## config.mk

```make
export PLATFORM = sky130hd
export DESIGN_NAME = fsl_host
export DESIGN_NICKNAME = d
export VERILOG_FILES = /design/src/hdl/fsl_pkg.sv /design/src/hdl/fsl_cyc_if.sv /design/src/hdl/fsl_cycle.sv /design/src/hdl/fsl_host.sv
export SDC_FILE = /design/constraint.sdc
export NUM_CORES = 1
export LEC_CHECK = 0
export ABC_CLOCK_PERIOD_IN_PS = 2600
export BUFFER_PORTS_ARGS = -buffer_cell sky130_fd_sc_hd__buf_2
export CELL_PAD_IN_SITES_DETAIL_PLACEMENT = 0
export CELL_PAD_IN_SITES_GLOBAL_PLACEMENT = 2
export CORE_ASPECT_RATIO = 1.25
export CORE_MARGIN = 10
export CORE_UTILIZATION = 37
export DETAILED_ROUTE_END_ITERATION = 16
export GPL_TIMING_DRIVEN = 0
export PLACE_DENSITY_LB_ADDON = 0.1
export RECOVER_POWER = 50
export SYNTH_ARGS = -nofsm -noshare
export SYNTH_HDL_FRONTEND = slang
export SYNTH_SLANG_ARGS = --single-unit
```

## constraint.sdc

```tcl
create_clock -name clk_sys -period 2.6 [get_ports clk_sys]
set_input_delay 0.52 -clock clk_sys [delete_from_list [all_inputs] [get_ports clk_sys]]
set_output_delay 0.52 -clock clk_sys [all_outputs]
set_load 0.05 [all_outputs]
```

## src/hdl/fsl_pkg.sv

```systemverilog
// Constants, types and helpers shared by the flash host controller.
// Behaviour
// - Pulse enables high between successive status reads
// - Never assume first or last toggle level
// - Keep one fixed address through polling
// - Commands: byte data, fifteen-bit command addresses
package fsl_pkg;

  // ----------------------------------------------------------------
  // Widths and address map
  // ----------------------------------------------------------------
  localparam int ADDR_W = 18;
  localparam int DATA_W = 8;
  localparam int CMD_ADDR_BITS = 15;
  localparam int TOGGLE_BIT = 6;
  localparam logic [ADDR_W-1:0] ID_MAKER_ADDR = 18'h00000;
  localparam logic [ADDR_W-1:0] ID_PART_ADDR = 18'h00001;
  localparam logic [ADDR_W-1:0] BOOT_LO_ADDR = 18'h00000;
  localparam logic [ADDR_W-1:0] BOOT_HI_ADDR = 18'h01fff;

  // ----------------------------------------------------------------
  // Timing, in ns as printed (erase time in s), and derived cycle counts
  // ----------------------------------------------------------------
  localparam int CLK_PERIOD_NS = 10;
  localparam int T_ACC_NS = 90;
  localparam int T_WP_NS = 90;
  localparam int T_WPH_NS = 90;
  localparam int T_AH_NS = 50;
  localparam int MIN_ENABLE_HIGH_PULSE_NS = 150;
  localparam longint T_EC_S = 10;

  function automatic int nsToCyc(input int ns);
    int c;
    c = (ns + CLK_PERIOD_NS - 1) / CLK_PERIOD_NS;
    return (c < 1) ? 1 : c;
  endfunction : nsToCyc

  localparam int T_ACC_CYC = nsToCyc(T_ACC_NS) + 1;
  localparam int T_WP_CYC = nsToCyc(T_WP_NS);
  localparam int T_WPH_CYC = nsToCyc(T_WPH_NS);
  localparam int T_AH_CYC = nsToCyc(T_AH_NS);
  localparam int MIN_ENABLE_HIGH_PULSE_CYC = nsToCyc(MIN_ENABLE_HIGH_PULSE_NS);
  localparam longint POLL_LIMIT_DEF = T_EC_S * 1000000000 / CLK_PERIOD_NS;

  localparam int CNT_W = 5;

  // ----------------------------------------------------------------
  // Operation codes of the user port
  // ----------------------------------------------------------------
  typedef enum logic [2:0] {
    OP_READ  = 3'b000,
    OP_WRITE = 3'b001,
    OP_CMD   = 3'b010,
    OP_POLL  = 3'b011,
    OP_ID    = 3'b100
  } fsl_op_t;

  function automatic logic [ADDR_W-1:0] cmdAddr(input logic [ADDR_W-1:0] a);
    return {{(ADDR_W-CMD_ADDR_BITS){1'b0}}, a[CMD_ADDR_BITS-1:0]};
  endfunction : cmdAddr

  function automatic logic inBootBlock(input logic [ADDR_W-1:0] a);
    return (a >= BOOT_LO_ADDR) && (a <= BOOT_HI_ADDR);
  endfunction : inBootBlock

endpackage : fsl_pkg

```

## src/hdl/fsl_cyc_if.sv

```systemverilog
// Carrier between the operation sequencer and the single bus cycle engine.
`timescale 1ns/1ns
interface fsl_cyc_if;
  import fsl_pkg::*;
  logic req;
  logic wr;
  logic [ADDR_W-1:0] addr;
  logic [DATA_W-1:0] wdata;
  logic done;
  logic [DATA_W-1:0] rdata;
  modport master (output req, output wr, output addr, output wdata, input done, input rdata);
  modport slave (input req, input wr, input addr, input wdata, output done, output rdata);
endinterface : fsl_cyc_if

```

## src/hdl/fsl_cycle.sv

```systemverilog
// One timed read or write cycle on the flash pins.
`timescale 1ns/1ns
module fsl_cycle
  import fsl_pkg::*;
(
  // Clock and reset
  input wire logic clk_sys,
  input wire logic rst_n,
  // Sequencer side
  fsl_cyc_if.slave cyc,
  // Flash pins
  output logic [ADDR_W-1:0] flashAddr,
  output logic flashCeN,
  output logic flashOeN,
  output logic flashWeN,
  output logic [DATA_W-1:0] flashDout,
  output logic flashDoutEn,
  input wire logic [DATA_W-1:0] flashDin
);

  typedef enum logic [2:0] {
    CY_IDLE  = 3'b000,
    CY_RD    = 3'b001,
    CY_WPULS = 3'b010,
    CY_WHOLD = 3'b011,
    CY_REC   = 3'b100
  } fsl_cy_t;

  fsl_cy_t state_r;
  logic [CNT_W-1:0] cnt_r;
  logic doneR_r;
  logic [DATA_W-1:0] rdata_r;
  logic cntZero;

  assign cntZero = (cnt_r == '0);
  assign cyc.done = doneR_r;
  assign cyc.rdata = rdata_r;

  // ----------------------------------------------------------------
  // Cycle sequence
  // ----------------------------------------------------------------
  always_ff @(posedge clk_sys or negedge rst_n)
  begin
    if (!rst_n)
    begin
      state_r <= CY_IDLE;
      cnt_r <= '0;
      doneR_r <= 1'b0;
    end
    else
    begin
      doneR_r <= 1'b0;
      if (!cntZero)
        cnt_r <= cnt_r - 1'b1;
      unique case (state_r)
        CY_IDLE:
          if (cyc.req)
          begin
            state_r <= cyc.wr ? CY_WPULS : CY_RD;
            cnt_r <= cyc.wr ? CNT_W'(T_WP_CYC - 1) : CNT_W'(T_ACC_CYC - 1);
          end
        CY_RD:
          if (cntZero)
          begin
            // Enables go high for a full pulse before the next read may start.
            state_r <= CY_REC;
            cnt_r <= CNT_W'(MIN_ENABLE_HIGH_PULSE_CYC - 1);
          end
        CY_WPULS:
          if (cntZero)
          begin
            state_r <= CY_WHOLD;
            cnt_r <= CNT_W'(T_AH_CYC - 1);
          end
        CY_WHOLD:
          if (cntZero)
          begin
            // Hold both address and data past the rising strobe edge.
            state_r <= CY_REC;
            cnt_r <= CNT_W'(T_WPH_CYC - T_AH_CYC - 1);
          end
        CY_REC:
          if (cntZero)
          begin
            state_r <= CY_IDLE;
            doneR_r <= 1'b1;
          end
      endcase
    end
  end

  // ----------------------------------------------------------------
  // Pin drivers
  // ----------------------------------------------------------------
  always_ff @(posedge clk_sys or negedge rst_n)
  begin
    if (!rst_n)
    begin
      flashAddr <= '0;
      flashDout <= '0;
      flashDoutEn <= 1'b0;
      flashCeN <= 1'b1;
      flashOeN <= 1'b1;
      flashWeN <= 1'b1;
    end
    else if (state_r == CY_IDLE && cyc.req)
    begin
      flashAddr <= cyc.addr;
      flashDout <= cyc.wdata;
      flashDoutEn <= cyc.wr;
      flashCeN <= 1'b0;
      flashOeN <= cyc.wr;
      flashWeN <= !cyc.wr;
    end
    else if (cntZero && (state_r == CY_RD || state_r == CY_WPULS))
    begin
      flashCeN <= 1'b1;
      flashOeN <= 1'b1;
      flashWeN <= 1'b1;
    end
    else if (cntZero && state_r == CY_WHOLD)
      flashDoutEn <= 1'b0;
  end

  always_ff @(posedge clk_sys or negedge rst_n)
  begin
    if (!rst_n)
      rdata_r <= '0;
    else if (state_r == CY_RD && cntZero)
      rdata_r <= flashDin;
  end

endmodule : fsl_cycle

```

## src/hdl/fsl_host.sv

```systemverilog
// Flash host controller: reads, writes, command bytes, toggle polling, identification.
`timescale 1ns/1ns
module fsl_host
  import fsl_pkg::*;
#(
  parameter longint POLL_LIMIT_CYC = POLL_LIMIT_DEF
)
(
  // Clock and reset
  input wire logic clk_sys,
  input wire logic rst_n,
  // User operation port
  input wire logic opValid,
  input wire logic [2:0] opCode,
  input wire logic [ADDR_W-1:0] opAddr,
  input wire logic [DATA_W-1:0] opData,
  output logic opReady,
  // User result port
  output logic resValid,
  output logic [DATA_W-1:0] resData,
  output logic [DATA_W-1:0] resData2,
  output logic resTimeout,
  output logic resBootHit,
  // Flash pins
  output logic [ADDR_W-1:0] flashAddr,
  output logic flashCeN,
  output logic flashOeN,
  output logic flashWeN,
  output logic [DATA_W-1:0] flashDout,
  output logic flashDoutEn,
  input wire logic [DATA_W-1:0] flashDin
);

  typedef enum logic [1:0] {
    ST_IDLE  = 2'b00,
    ST_ISSUE = 2'b01,
    ST_WAIT  = 2'b10
  } fsl_st_t;

  fsl_cyc_if cyc ();

  fsl_st_t state_r;
  fsl_op_t op_r;
  logic [ADDR_W-1:0] addr_r;
  logic [DATA_W-1:0] data_r;
  logic firstRead_r;
  logic lastToggle_r;
  logic [63:0] pollCnt_r;
  logic finish;
  logic pollOver;
  logic newToggle;

  fsl_cycle u_cycle (
    .clk_sys(clk_sys),
    .rst_n(rst_n),
    .cyc(cyc.slave),
    .flashAddr(flashAddr),
    .flashCeN(flashCeN),
    .flashOeN(flashOeN),
    .flashWeN(flashWeN),
    .flashDout(flashDout),
    .flashDoutEn(flashDoutEn),
    .flashDin(flashDin)
  );

  assign opReady = (state_r == ST_IDLE);
  assign newToggle = cyc.rdata[TOGGLE_BIT];
  assign pollOver = (pollCnt_r >= 64'(POLL_LIMIT_CYC));

  // ----------------------------------------------------------------
  // Completion decision after each bus cycle
  // ----------------------------------------------------------------
  always_comb
  begin
    finish = 1'b0;
    if (state_r == ST_WAIT && cyc.done)
    begin
      unique case (op_r)
        OP_ID:
          finish = !firstRead_r;
        // Only a repeat of the previous level counts; no level is assumed.
        OP_POLL:
          finish = (!firstRead_r && newToggle == lastToggle_r) || pollOver;
        default:
          finish = 1'b1;
      endcase
    end
  end

  // ----------------------------------------------------------------
  // Sequencer
  // ----------------------------------------------------------------
  always_ff @(posedge clk_sys or negedge rst_n)
  begin
    if (!rst_n)
    begin
      state_r <= ST_IDLE;
      op_r <= OP_READ;
      addr_r <= '0;
      data_r <= '0;
      firstRead_r <= 1'b1;
    end
    else
    begin
      unique case (state_r)
        ST_IDLE:
          if (opValid)
          begin
            op_r <= fsl_op_t'(opCode);
            data_r <= opData;
            firstRead_r <= 1'b1;
            state_r <= ST_ISSUE;
            if (fsl_op_t'(opCode) == OP_CMD)
              addr_r <= cmdAddr(opAddr);
            else if (fsl_op_t'(opCode) == OP_ID)
              addr_r <= ID_MAKER_ADDR;
            else
              addr_r <= opAddr;
          end
        ST_ISSUE:
          state_r <= ST_WAIT;
        ST_WAIT:
          if (cyc.done)
          begin
            firstRead_r <= 1'b0;
            if (finish)
              state_r <= ST_IDLE;
            else
            begin
              state_r <= ST_ISSUE;
              // The poll address never changes; only identification steps on.
              if (op_r == OP_ID)
                addr_r <= ID_PART_ADDR;
            end
          end
        default:
          state_r <= ST_IDLE;
      endcase
    end
  end

  assign cyc.req = (state_r == ST_ISSUE);
  assign cyc.wr = (op_r == OP_WRITE) || (op_r == OP_CMD);
  assign cyc.addr = addr_r;
  assign cyc.wdata = data_r;

  // ----------------------------------------------------------------
  // Toggle history and poll time limit
  // ----------------------------------------------------------------
  always_ff @(posedge clk_sys or negedge rst_n)
  begin
    if (!rst_n)
      lastToggle_r <= 1'b0;
    else if (state_r == ST_WAIT && cyc.done)
      lastToggle_r <= newToggle;
  end

  // An erase can run for seconds, so the limit is a parameter to shorten in simulation.
  always_ff @(posedge clk_sys or negedge rst_n)
  begin
    if (!rst_n)
      pollCnt_r <= '0;
    else if (state_r == ST_IDLE)
      pollCnt_r <= '0;
    else if (!pollOver)
      pollCnt_r <= pollCnt_r + 64'h1;
  end

  // ----------------------------------------------------------------
  // Results
  // ----------------------------------------------------------------
  always_ff @(posedge clk_sys or negedge rst_n)
  begin
    if (!rst_n)
    begin
      resValid <= 1'b0;
      resData <= '0;
      resData2 <= '0;
      resTimeout <= 1'b0;
      resBootHit <= 1'b0;
    end
    else
    begin
      resValid <= finish;
      if (state_r == ST_WAIT && cyc.done)
      begin
        if (op_r == OP_ID && firstRead_r)
          resData <= cyc.rdata;
        else if (op_r == OP_ID)
          resData2 <= cyc.rdata;
        else
          resData <= cyc.rdata;
      end
      if (finish)
      begin
        resTimeout <= (op_r == OP_POLL) && pollOver && !(!firstRead_r && newToggle == lastToggle_r);
        resBootHit <= (op_r == OP_WRITE) && inBootBlock(addr_r);
      end
    end
  end

endmodule : fsl_host

```

# After elaboration in Yosys (flattened, before gate mapping)
# Index checks and enable logic that the tools add are counted.
classes:
  add_sub_neg: 2
  mul: 0
  div: 0
  n_lt_le_gt_ge: 3
  eq_ne: 24
  shifts: 0
  mux: 42
  n_bitwise: 1
  reduce_logical: 32
ops:
  columns: ["cell", "n"]
  rows:
  - ["$mux W64", 2]
  - ["$mux W18", 6]
  - ["$add A64 B1 Y64 const B", 1]
  - ["$ge A64 B30 Y1 const B", 1]
  - ["$pmux W18 S2", 1]
  - ["$mux W5", 5]
  - ["$pmux W5 S4", 1]
  - ["$ge A18 B1 Y1 const B", 1]
  - ["$le A18 B13 Y1 const B", 1]
  - ["$mux W8", 2]
  - ["$ne A2 B1 Y1 const B", 8]
  - ["$eq A3 B2 Y1 const B", 5]
  - ["$mux W1", 14]
  - ["$mux W3", 4]
  - ["$pmux W3 S4", 1]
  - ["$logic_and A1 B1 Y1", 11]
  - ["$eq A3 B3 Y1 const B", 3]
  - ["$reduce_and A2 Y1", 4]
  - ["$eq A3 B1 Y1 const B", 2]
  - ["$mux W2", 3]
  - ["$ne A2 B2 Y1 const B", 3]
  - ["$pmux W2 S3", 1]
  - ["$reduce_and A3 Y1", 2]
  - ["$reduce_bool A2 Y1", 3]
  - ["14 further kinds", 19]
totals:
  reg_bits: 163
  latchBits: 0
  mem_bits_rw: 0
  mem_bits_ro: 0
  inputBits: 40
  output_inout_bits: 50
  wordCells: 126
  memories: 0

# Logic depth before layout (Yosys ltp)
# Gate-level depths: netlist of the first run.
logic_depth:
  ltp_word: 8
  depth_mapped: 11
  mapped_depth_nobuf: 11

# Modules after synthesis
# A second synthesis of the first run with hierarchy kept.
hier_totals:
  cells_unflattened: 687
  hier_area_um2: 7061.8
by_module_without_submodules:
  columns: ["mod", "n_inst", "cells_each", "area_each_um2", "seq_area_each_um2"]
  rows:
  - ["fsl_host", 1, 488, 5042.3, 2904.0]
  - ["fsl_cycle", 1, 199, 2019.4, 1179.9]

# Worst setup path before layout of the first run
# No wires, ideal clock.
synth_timing:
  path_kind: "reg2reg"
  from: "register u_cycle.cnt_r[0]"
  to: "register u_cycle.rdata_r[0] (netlist: u_cycle.cyc.rdata[0])"
  setup_ps: 125
  arrival_ps: 2079
  t_required_ps: 2475
  slack_ps: 396
  path_stages_with_launch: 10
  path_buffers: 0
  period_less_slack_ps: 2204
  path_cell_list: "dfrtp_1 -> inv_1 -> ha_1 -> nand2_1 -> nor2_1 -> clkinv_1 -> nor2_1 -> nand2_1 -> nor2_1 -> mux2_2"
synth_via:
  elab_chain_cells: 2
synth_lines:
  columns: ["item", "line", "text"]
  rows:
  - ["start, declared", "fsl_cycle.sv:30", "logic [CNT_W-1:0] cnt_r;"]
  - ["start signal, assigned", "fsl_cycle.sv:54", "cnt_r <= cnt_r - 1'b1;"]
  - ["start signal, assigned", "fsl_cycle.sv:60", "cnt_r <= cyc.wr ? CNT_W'(T_WP_CYC - 1) : CNT_W'(T_ACC_CYC - 1);"]
  - ["start signal, assigned", "fsl_cycle.sv:67", "cnt_r <= CNT_W'(MIN_ENABLE_HIGH_PULSE_CYC - 1);"]
  - ["$logic_not A5 Y1", "fsl_cycle.sv:35", "assign cntZero = (cnt_r == '0);"]
  - ["$logic_and A1 B1 Y1", "fsl_cycle.sv:129", "else if (state_r == CY_RD && cntZero)"]
  - ["end signal, assigned", "fsl_cycle.sv:130", "rdata_r <= flashDin;"]
  - ["end, declared", "fsl_cycle.sv:32", "logic [DATA_W-1:0] rdata_r;"]
# Every way passes these cells.
# A chain may end at the register's enable or synchronous reset.

# Worst setup path after layout of the first run
layout_timing:
  from: "register pollCnt_r[10]"
  to: "register pollCnt_r[13]"
layout_via:
  elab_chain_cells: 3
  elab_cells_between_ends: 5
  cone_classes: "add/sub: 1; order compare: 1; eq/ne: 1; mux: 2"
layout_lines:
  columns: ["item", "line", "text"]
  rows:
  - ["start, declared", "fsl_host.sv:48", "logic [63:0] pollCnt_r;"]
  - ["start signal, assigned", "fsl_host.sv:166", "pollCnt_r <= pollCnt_r + 64'h1;"]
  - ["$add A64 B1 Y64", "fsl_host.sv:166", null]
  - ["$mux W64", "fsl_host.sv:165", "else if (!pollOver)"]
  - ["$mux W64", "fsl_host.sv:163", "else if (state_r == ST_IDLE)"]
# Parallel ways exist; a longest one is shown, timed or not. The select of a mux whose other input is x is not followed.

==> results.cfg, run 1 <==
[die]
coreArea_um2 = 18000
die_w_um = 141
die_h_um = 171
start_util = 0.374
ioPinCount = 90
dieArea_um2 = 24000
rows = 55

[detailed_routing]
dr.pass1.iters = 4
routed_via_density = 4.99
avgRoutedWirePerCell_um = 16.4
wl_um = 16000
num_vias = 4841
drc = 0
antenna_left = 0
drt_iter0_drc = 280

[place]
dp_slack_ns = -0.267
dp_hpwl_um = 11300
placedCellCount = 936
gp_congestion = 0.745
port-buffer-count = 89

[critical_path]
worstRegToRegCells = 8
cp.required_ns = 2.94
cp.arrival_ns = 2.75
worstSetupPathType = reg2reg
worstReg2RegStart = pollCnt_r[10]
r2r-end = pollCnt_r[13]
start_kind = flip-flop
cp-end-kind = flip-flop
r2r_setup_slack_ns = 0.19
crit_fanout = 10

[synth]
synth_area_leaders = dfrtp_1 (59%), nand2_1 (6.1%), mux2_2 (5.9%), and2_1 (3.3%), a21oi_1 (2.2%)
ys_warn_count = 0
yosysTopAreaCellShare = 0.592
synthArstFlopShare = 1.00
ys.flop_type = dfrtp_1
synth_nets = 663
postSynthAreaPerCell_um2 = 10.9
synthDistinctLibCells = 43
synth.most_common_cell = dfrtp_1
synth_area_leader_cell = dfrtp_1
synth-edff-count = 0
synth_seq_cells = 163
synthTopCellsByCount = dfrtp_1 (159), nand2_1 (109), and2_1 (35), mux2_2 (35)
ys_seq_area_frac = 0.608
netlist_instances = 618
netlist_area_um2 = 6720

[finish]
multiInputGateArea_um2 = 2510
seq_area_um2 = 4080
nFillCells = 1671
drive_above_1_share = 0.253
stdcell_count = 971
area_growth_pct = 21.5
final_nets = 774

[clocking]
hold_buffers = 0
clock_path_buffers = 2
htree_num_levels = 4
clock_latency_ns = 0.42
path_clk_slew_ns = 0.07
clkSinkCount = 163
cts_made_buffers = 17
clock-root-buffer = clkbuf_16
tritoncts = yes

[sta]
worst_slew_pin_slew_ns = 1.96
max_freq_ghz = 0.415
period_minus_slack_ns = 2.41
layout_setup_ws_ns = 0.188
maxSlewViolCount = 74
finalHoldViolCount = 0
slew_headroom = -0.305
setup_viol = 0
skew_ns = 0.0122
period_share = 0.928
whs_ns = 0.323

[power_and_ir_drop]
p_leak_uw = 0.00398
p_total_uw = 8710
cellPowerDensity_nw_per_um2 = 1070
ir_worst_vdd_mv = 0.574

[hold_path]
hp-start = opAddr[13]
whs_endpoint = addr_r[13]
whs_path_depth = 2
hp-class = in2reg

[grt]
grt_overflow = 0
antenna_found_initial = 1
grt_pass1_vias = 5168
grt_use_total = 0.138
grt_max_degree = 91
grt_pass1_wl_um = 26800

[status]
violations = max-capacitance violations, max-slew violations
status = finished, violations left

[job]
maxCapViolations = 1
-- cells in the final DEF, fill, tap and decap left out, types with 4 or more instances in the layout --
cell type	count
a21oi_1	29
a22o_1	16
and2_0	14
and2_1	22
and3_1	8
buf_2	88
buf_4	4
clkbuf_1	17
clkbuf_16	17
clkbuf_2	6
dfrtp_1	159
dfstp_2	4
ha_1	5
inv_1	14
inv_6	7
mux2_2	35
nand2_1	108
nand2b_1	4
nand3_1	20
nand4_1	8
nor2_1	29
nor3_1	6
nor4_1	11
o21ai_0	24
o31ai_1	9
or2_2	5
or3_1	14
or4_1	6
xnor2_1	6
xor2_1	9
-- final cells by class --
cell class / count / area share
timing repair buffer: 92 / 0.0601
tap: 228 / 0.0349
multi-input combinational: 413 / 0.308
antenna: 1 / 0.000306
clock buffer: 19 / 0.0555
buffer: 26 / 0.0143
inverter: 16 / 0.00736
sequential: 163 / 0.500
clock inverter: 13 / 0.0196
-- through the flow --
stage	setup TNS [ns]	cell area (µm²)	util
CTS	0	8140	0.453
global route	-0.0232	8160	0.454
global placement	-235.39	7450	0.415
finish	0	8170	0.455
floorplan	0	6720	-
detailed placement	-6.45	7490	0.417
-- how the worst max path moves through the flow --
stage,start,to,slack (ns),cells after the start
2_1_floorplan,u_cycle.cnt_r[0],u_cycle.cyc.rdata[0],0.40,9
3_3_place_gp,rst_n,addr_r[10],-1.44,1
3_5_place_dp,state_r[0],addr_r[8],-0.27,7
4_1_cts,pollCnt_r[18],pollCnt_r[11],0.01,8
5_1_grt,pollCnt_r[10],pollCnt_r[11],-0.02,8
6_report,pollCnt_r[10],pollCnt_r[13],0.19,8
-- critical path, cell delays in order (launching register included) --
cell       delay (ns)
dfrtp_1          0.43
o21ai_0          0.23
a2111oi_0        0.16
o41ai_1          0.38
buf_4            0.25
nand3_1          0.16
clkbuf_2         0.23
or3_1            0.34
a21oi_1          0.15
-- routing by layer --
layer,GRT usage,wire length (µm)
met5,0,0
met2,0.228,7920
met4,0.0405,132
met1,0.169,7220
met3,0.0427,693
-- state kept, by name, indices dropped and copies added, names as in the netlist, 5 cells and up --
signal             flops
u_cycle.flashAddr     18
resData2               8
u_cycle.flashDout      8
u_cycle.cyc.rdata      8
resData                8
cyc.wdata              8
u_cycle.cnt_r          5
pollCnt_r             64
addr_r                18
-- logic make-up after synthesis --
kind of cell / Yosys count / synth area share
muxes: 35 / 0.0586
DFF: 163 / 0.608
adders and majority gates: 5 / 0.00931
buffers and inverters: 42 / 0.0236
AOI/OAI and AO/OA: 93 / 0.0875
xor gates and xnor gates: 15 / 0.0196
and+or+nand+nor: 265 / 0.194
-- report_power, final --
part	total [µW]	internal (µW)	leakage [µW]	switching, µW
Sequential	3500	3130	0.00215	372
Clock	2590	1510	0.000306	1090
Combinational	2610	798	0.00152	1820
-- timing repair --
| action | in CTS | in global routing |
|---|---|---|
| resized for setup | 12 | 18 |
| endpoints found under the setup margin | 43 | 52 |
| pin swaps | 0 | 1 |
| buffers inserted | 0 | 2 |
Note: power is estimated with default switching activity, not from simulation.
==> run 2: changes to the inputs <==
--- a/config.mk
+++ b/config.mk
@@ -10,7 +10,7 @@
 export CELL_PAD_IN_SITES_DETAIL_PLACEMENT = 0
 export CELL_PAD_IN_SITES_GLOBAL_PLACEMENT = 2
 export CORE_ASPECT_RATIO = 1.25
-export CORE_MARGIN = 10
+export CORE_MARGIN = 8
 export CORE_UTILIZATION = 37
 export DETAILED_ROUTE_END_ITERATION = 16
 export GPL_TIMING_DRIVEN = 0
==> run 2 against run 1 <==
Effect of this change: the run still ends with max-capacitance violations, max-slew violations left; flip-flop and latch count stayed put; combinational power hardly changed; critical path depth is 3 lower; routed wire length is 2.5% lower; sequential power hardly changed; sequential share of layout area is 0.069 points higher; critical endpoint is now opReady.
==> results.cfg, run 2 (same netlist as run 1, synthesis figures left out) <==
[place]
dp_slack_ns = -0.309
dpl-instance-area_um2 = 7490
port-buffer-count = 89
dp_hpwl_um = 11000
placedCellCount = 936
gp_congestion = 0.743

[grt]
grt_overflow = 0
grt_max_degree = 87
grt_pass1_vias = 5203
grt_pass1_wl_um = 26000
antenna_found_initial = 2
grt_use_total = 0.145

[critical_path]
path_cells = or2_2, clkbuf_1, inv_1, clkbuf_4, buf_4
cp_slowest_stage_delay_ns = 0.39
worstSetupPathType = reg2out
cp.required_ns = 2.08
crit_fanout = 10
cp.arrival_ns = 1.97
cp-end-kind = output port
start_kind = flip-flop
slowest_stage = dfrtp_1

[die]
start_util = 0.374
die_h_um = 167
coreArea_um2 = 18000
rows = 55
die_w_um = 137
ioPinCount = 90
dieArea_um2 = 22800

[finish]
mostFrequentLayoutCell = dfrtp_1
top_regs = pollCnt_r (64), addr_r (18), u_cycle.flashAddr (18)
stdcell_area_um2 = 8150
stdcell_count = 972
largest_reg_flops = 64
final_cell_mix = dfrtp_1 (159), nand2_1 (108), buf_2 (88), mux2_2 (35)
largest-register = pollCnt_r
nFillCells = 1743
area_growth_pct = 21.3
final_nets = 775
drive_above_1_share = 0.254

[detailed_routing]
dr.pass1.iters = 4
drt_iter0_drc = 225
drc = 0
antenna_left = 0
num_vias = 4846
wl_um = 15600
routed_via_density = 4.99
avgRoutedWirePerCell_um = 16.0

[power_and_ir_drop]
cellPowerDensity_nw_per_um2 = 1050
p_leak_uw = 0.00396
p_comb_frac = 0.303
ir_worst_vdd_mv = 0.451
internal_power_uw = 5340
netSwitchingFraction = 0.375
seqPwrFrac = 0.408
p_total_uw = 8550
p_sw_uw = 3210
p_clk_frac = 0.289

[sta]
period_share = 0.958
layout_setup_ws_ns = 0.110
slew_headroom = -0.352
period_minus_slack_ns = 2.49
skew_ns = 0.00781
finalHoldViolCount = 0
max_freq_ghz = 0.402
maxSlewViolCount = 78
setup_viol = 0
worst_slew_pin_slew_ns = 2.03

[clocking]
clock_path_buffers = 2
hold_buffers = 0
tritoncts = yes
path_clk_slew_ns = 0.07
clock_latency_ns = 0.42
clkSinkCount = 163
htree_num_levels = 4
clock-root-buffer = clkbuf_16
cts_made_buffers = 17

[status]
status = finished, violations left
violations = max-capacitance violations, max-slew violations

[hold_path]
hp-class = in2reg

[job]
maxCapViolations = 1
==> run 2: cell types whose count changed in the layout (fill, tap and decap cells not counted), moves of 2 or more <==
cell        before  now
inv_8            3    1
clkinv_4         0    4
inv_6            7    3
clkinvlp_4       0    2
==> run 2: worst paths after layout <==
kind,startpoint,end,slack [ns],cells past startpoint
hold / removal,opAddr[15],addr_r[15],0.32,2
max in group asynchronous,rst_n,firstRead_r,0.71,2
min in group asynchronous,rst_n,pollCnt_r[54],0.66,1
setup reg to reg,pollCnt_r[10],pollCnt_r[13],0.20,9
hold reg to reg,u_cycle.flashCeN,u_cycle.flashCeN,0.46,2
setup / recovery,state_r[0],opReady,0.11,5
==> run 2: area by class of cell <==
type	instances	area (µm²)	share of cell area
clock buffers	20	467	0.0572
flip-flops and latches	163	4080	0.501
multi-input cells	413	2520	0.309
repair buffers	93	498	0.0611
inverters	16	60.1	0.00737
clock inverters	12	123	0.0150
well taps	228	285	0.0350
plain buffers	26	114	0.0140
diodes	1	2.50	0.000307
==> run 2: stage by stage <==
stage / setup TNS [ns] / hold slack, ns / util
CTS: 0 / 0.0934 / 0.452
global placement: -240.92 / 0.443 / 0.415
floorplan: 0 / 0.224 / -
finish: 0 / 0.316 / 0.454
detailed placement: -7.33 / 0.455 / 0.417
global route: -0.00818 / 0.307 / 0.454
==> run 2: critical path, delay by kind of cell (launching register included) <==
| kind | cells | cell delay [ns] |
|---|---|---|
| and+or+nand+nor | 1 | 0.29 |
| DFF | 1 | 0.39 |
| buffers and inverters | 4 | 0.87 |
==> run 2: power by group through the flow <==
stage          Clock, µW  Combinational [µW]  Sequential, µW
6_report            2470                2590            3490
4_1_cts             2550                2640            3500
3_3_place_gp           0                2580            3520
5_1_grt             2640                2870            3570
2_1_floorplan          0                1200            4160
3_5_place_dp           0                2600            3540
==> run 2: timing repair <==
action                     4_1_cts  5_1_grt
pin swaps                        0        2
setup endpoints to repair       41       49
buffers inserted                 0        3
gates resized for setup         12       17
==> run 2: metal layers <==
| metal | vias to the layer above | GRT usage | wire length, µm |
|---|---|---|---|
| met1 | 2369 | 0.172 | 6730 |
| met4 | 2 | 0.0574 | 339 |
| met3 | 26 | 0.0476 | 810 |
| li1 | 2363 | - | - |
| met2 | 86 | 0.235 | 7660 |
| met5 | - | 0 | 13 |
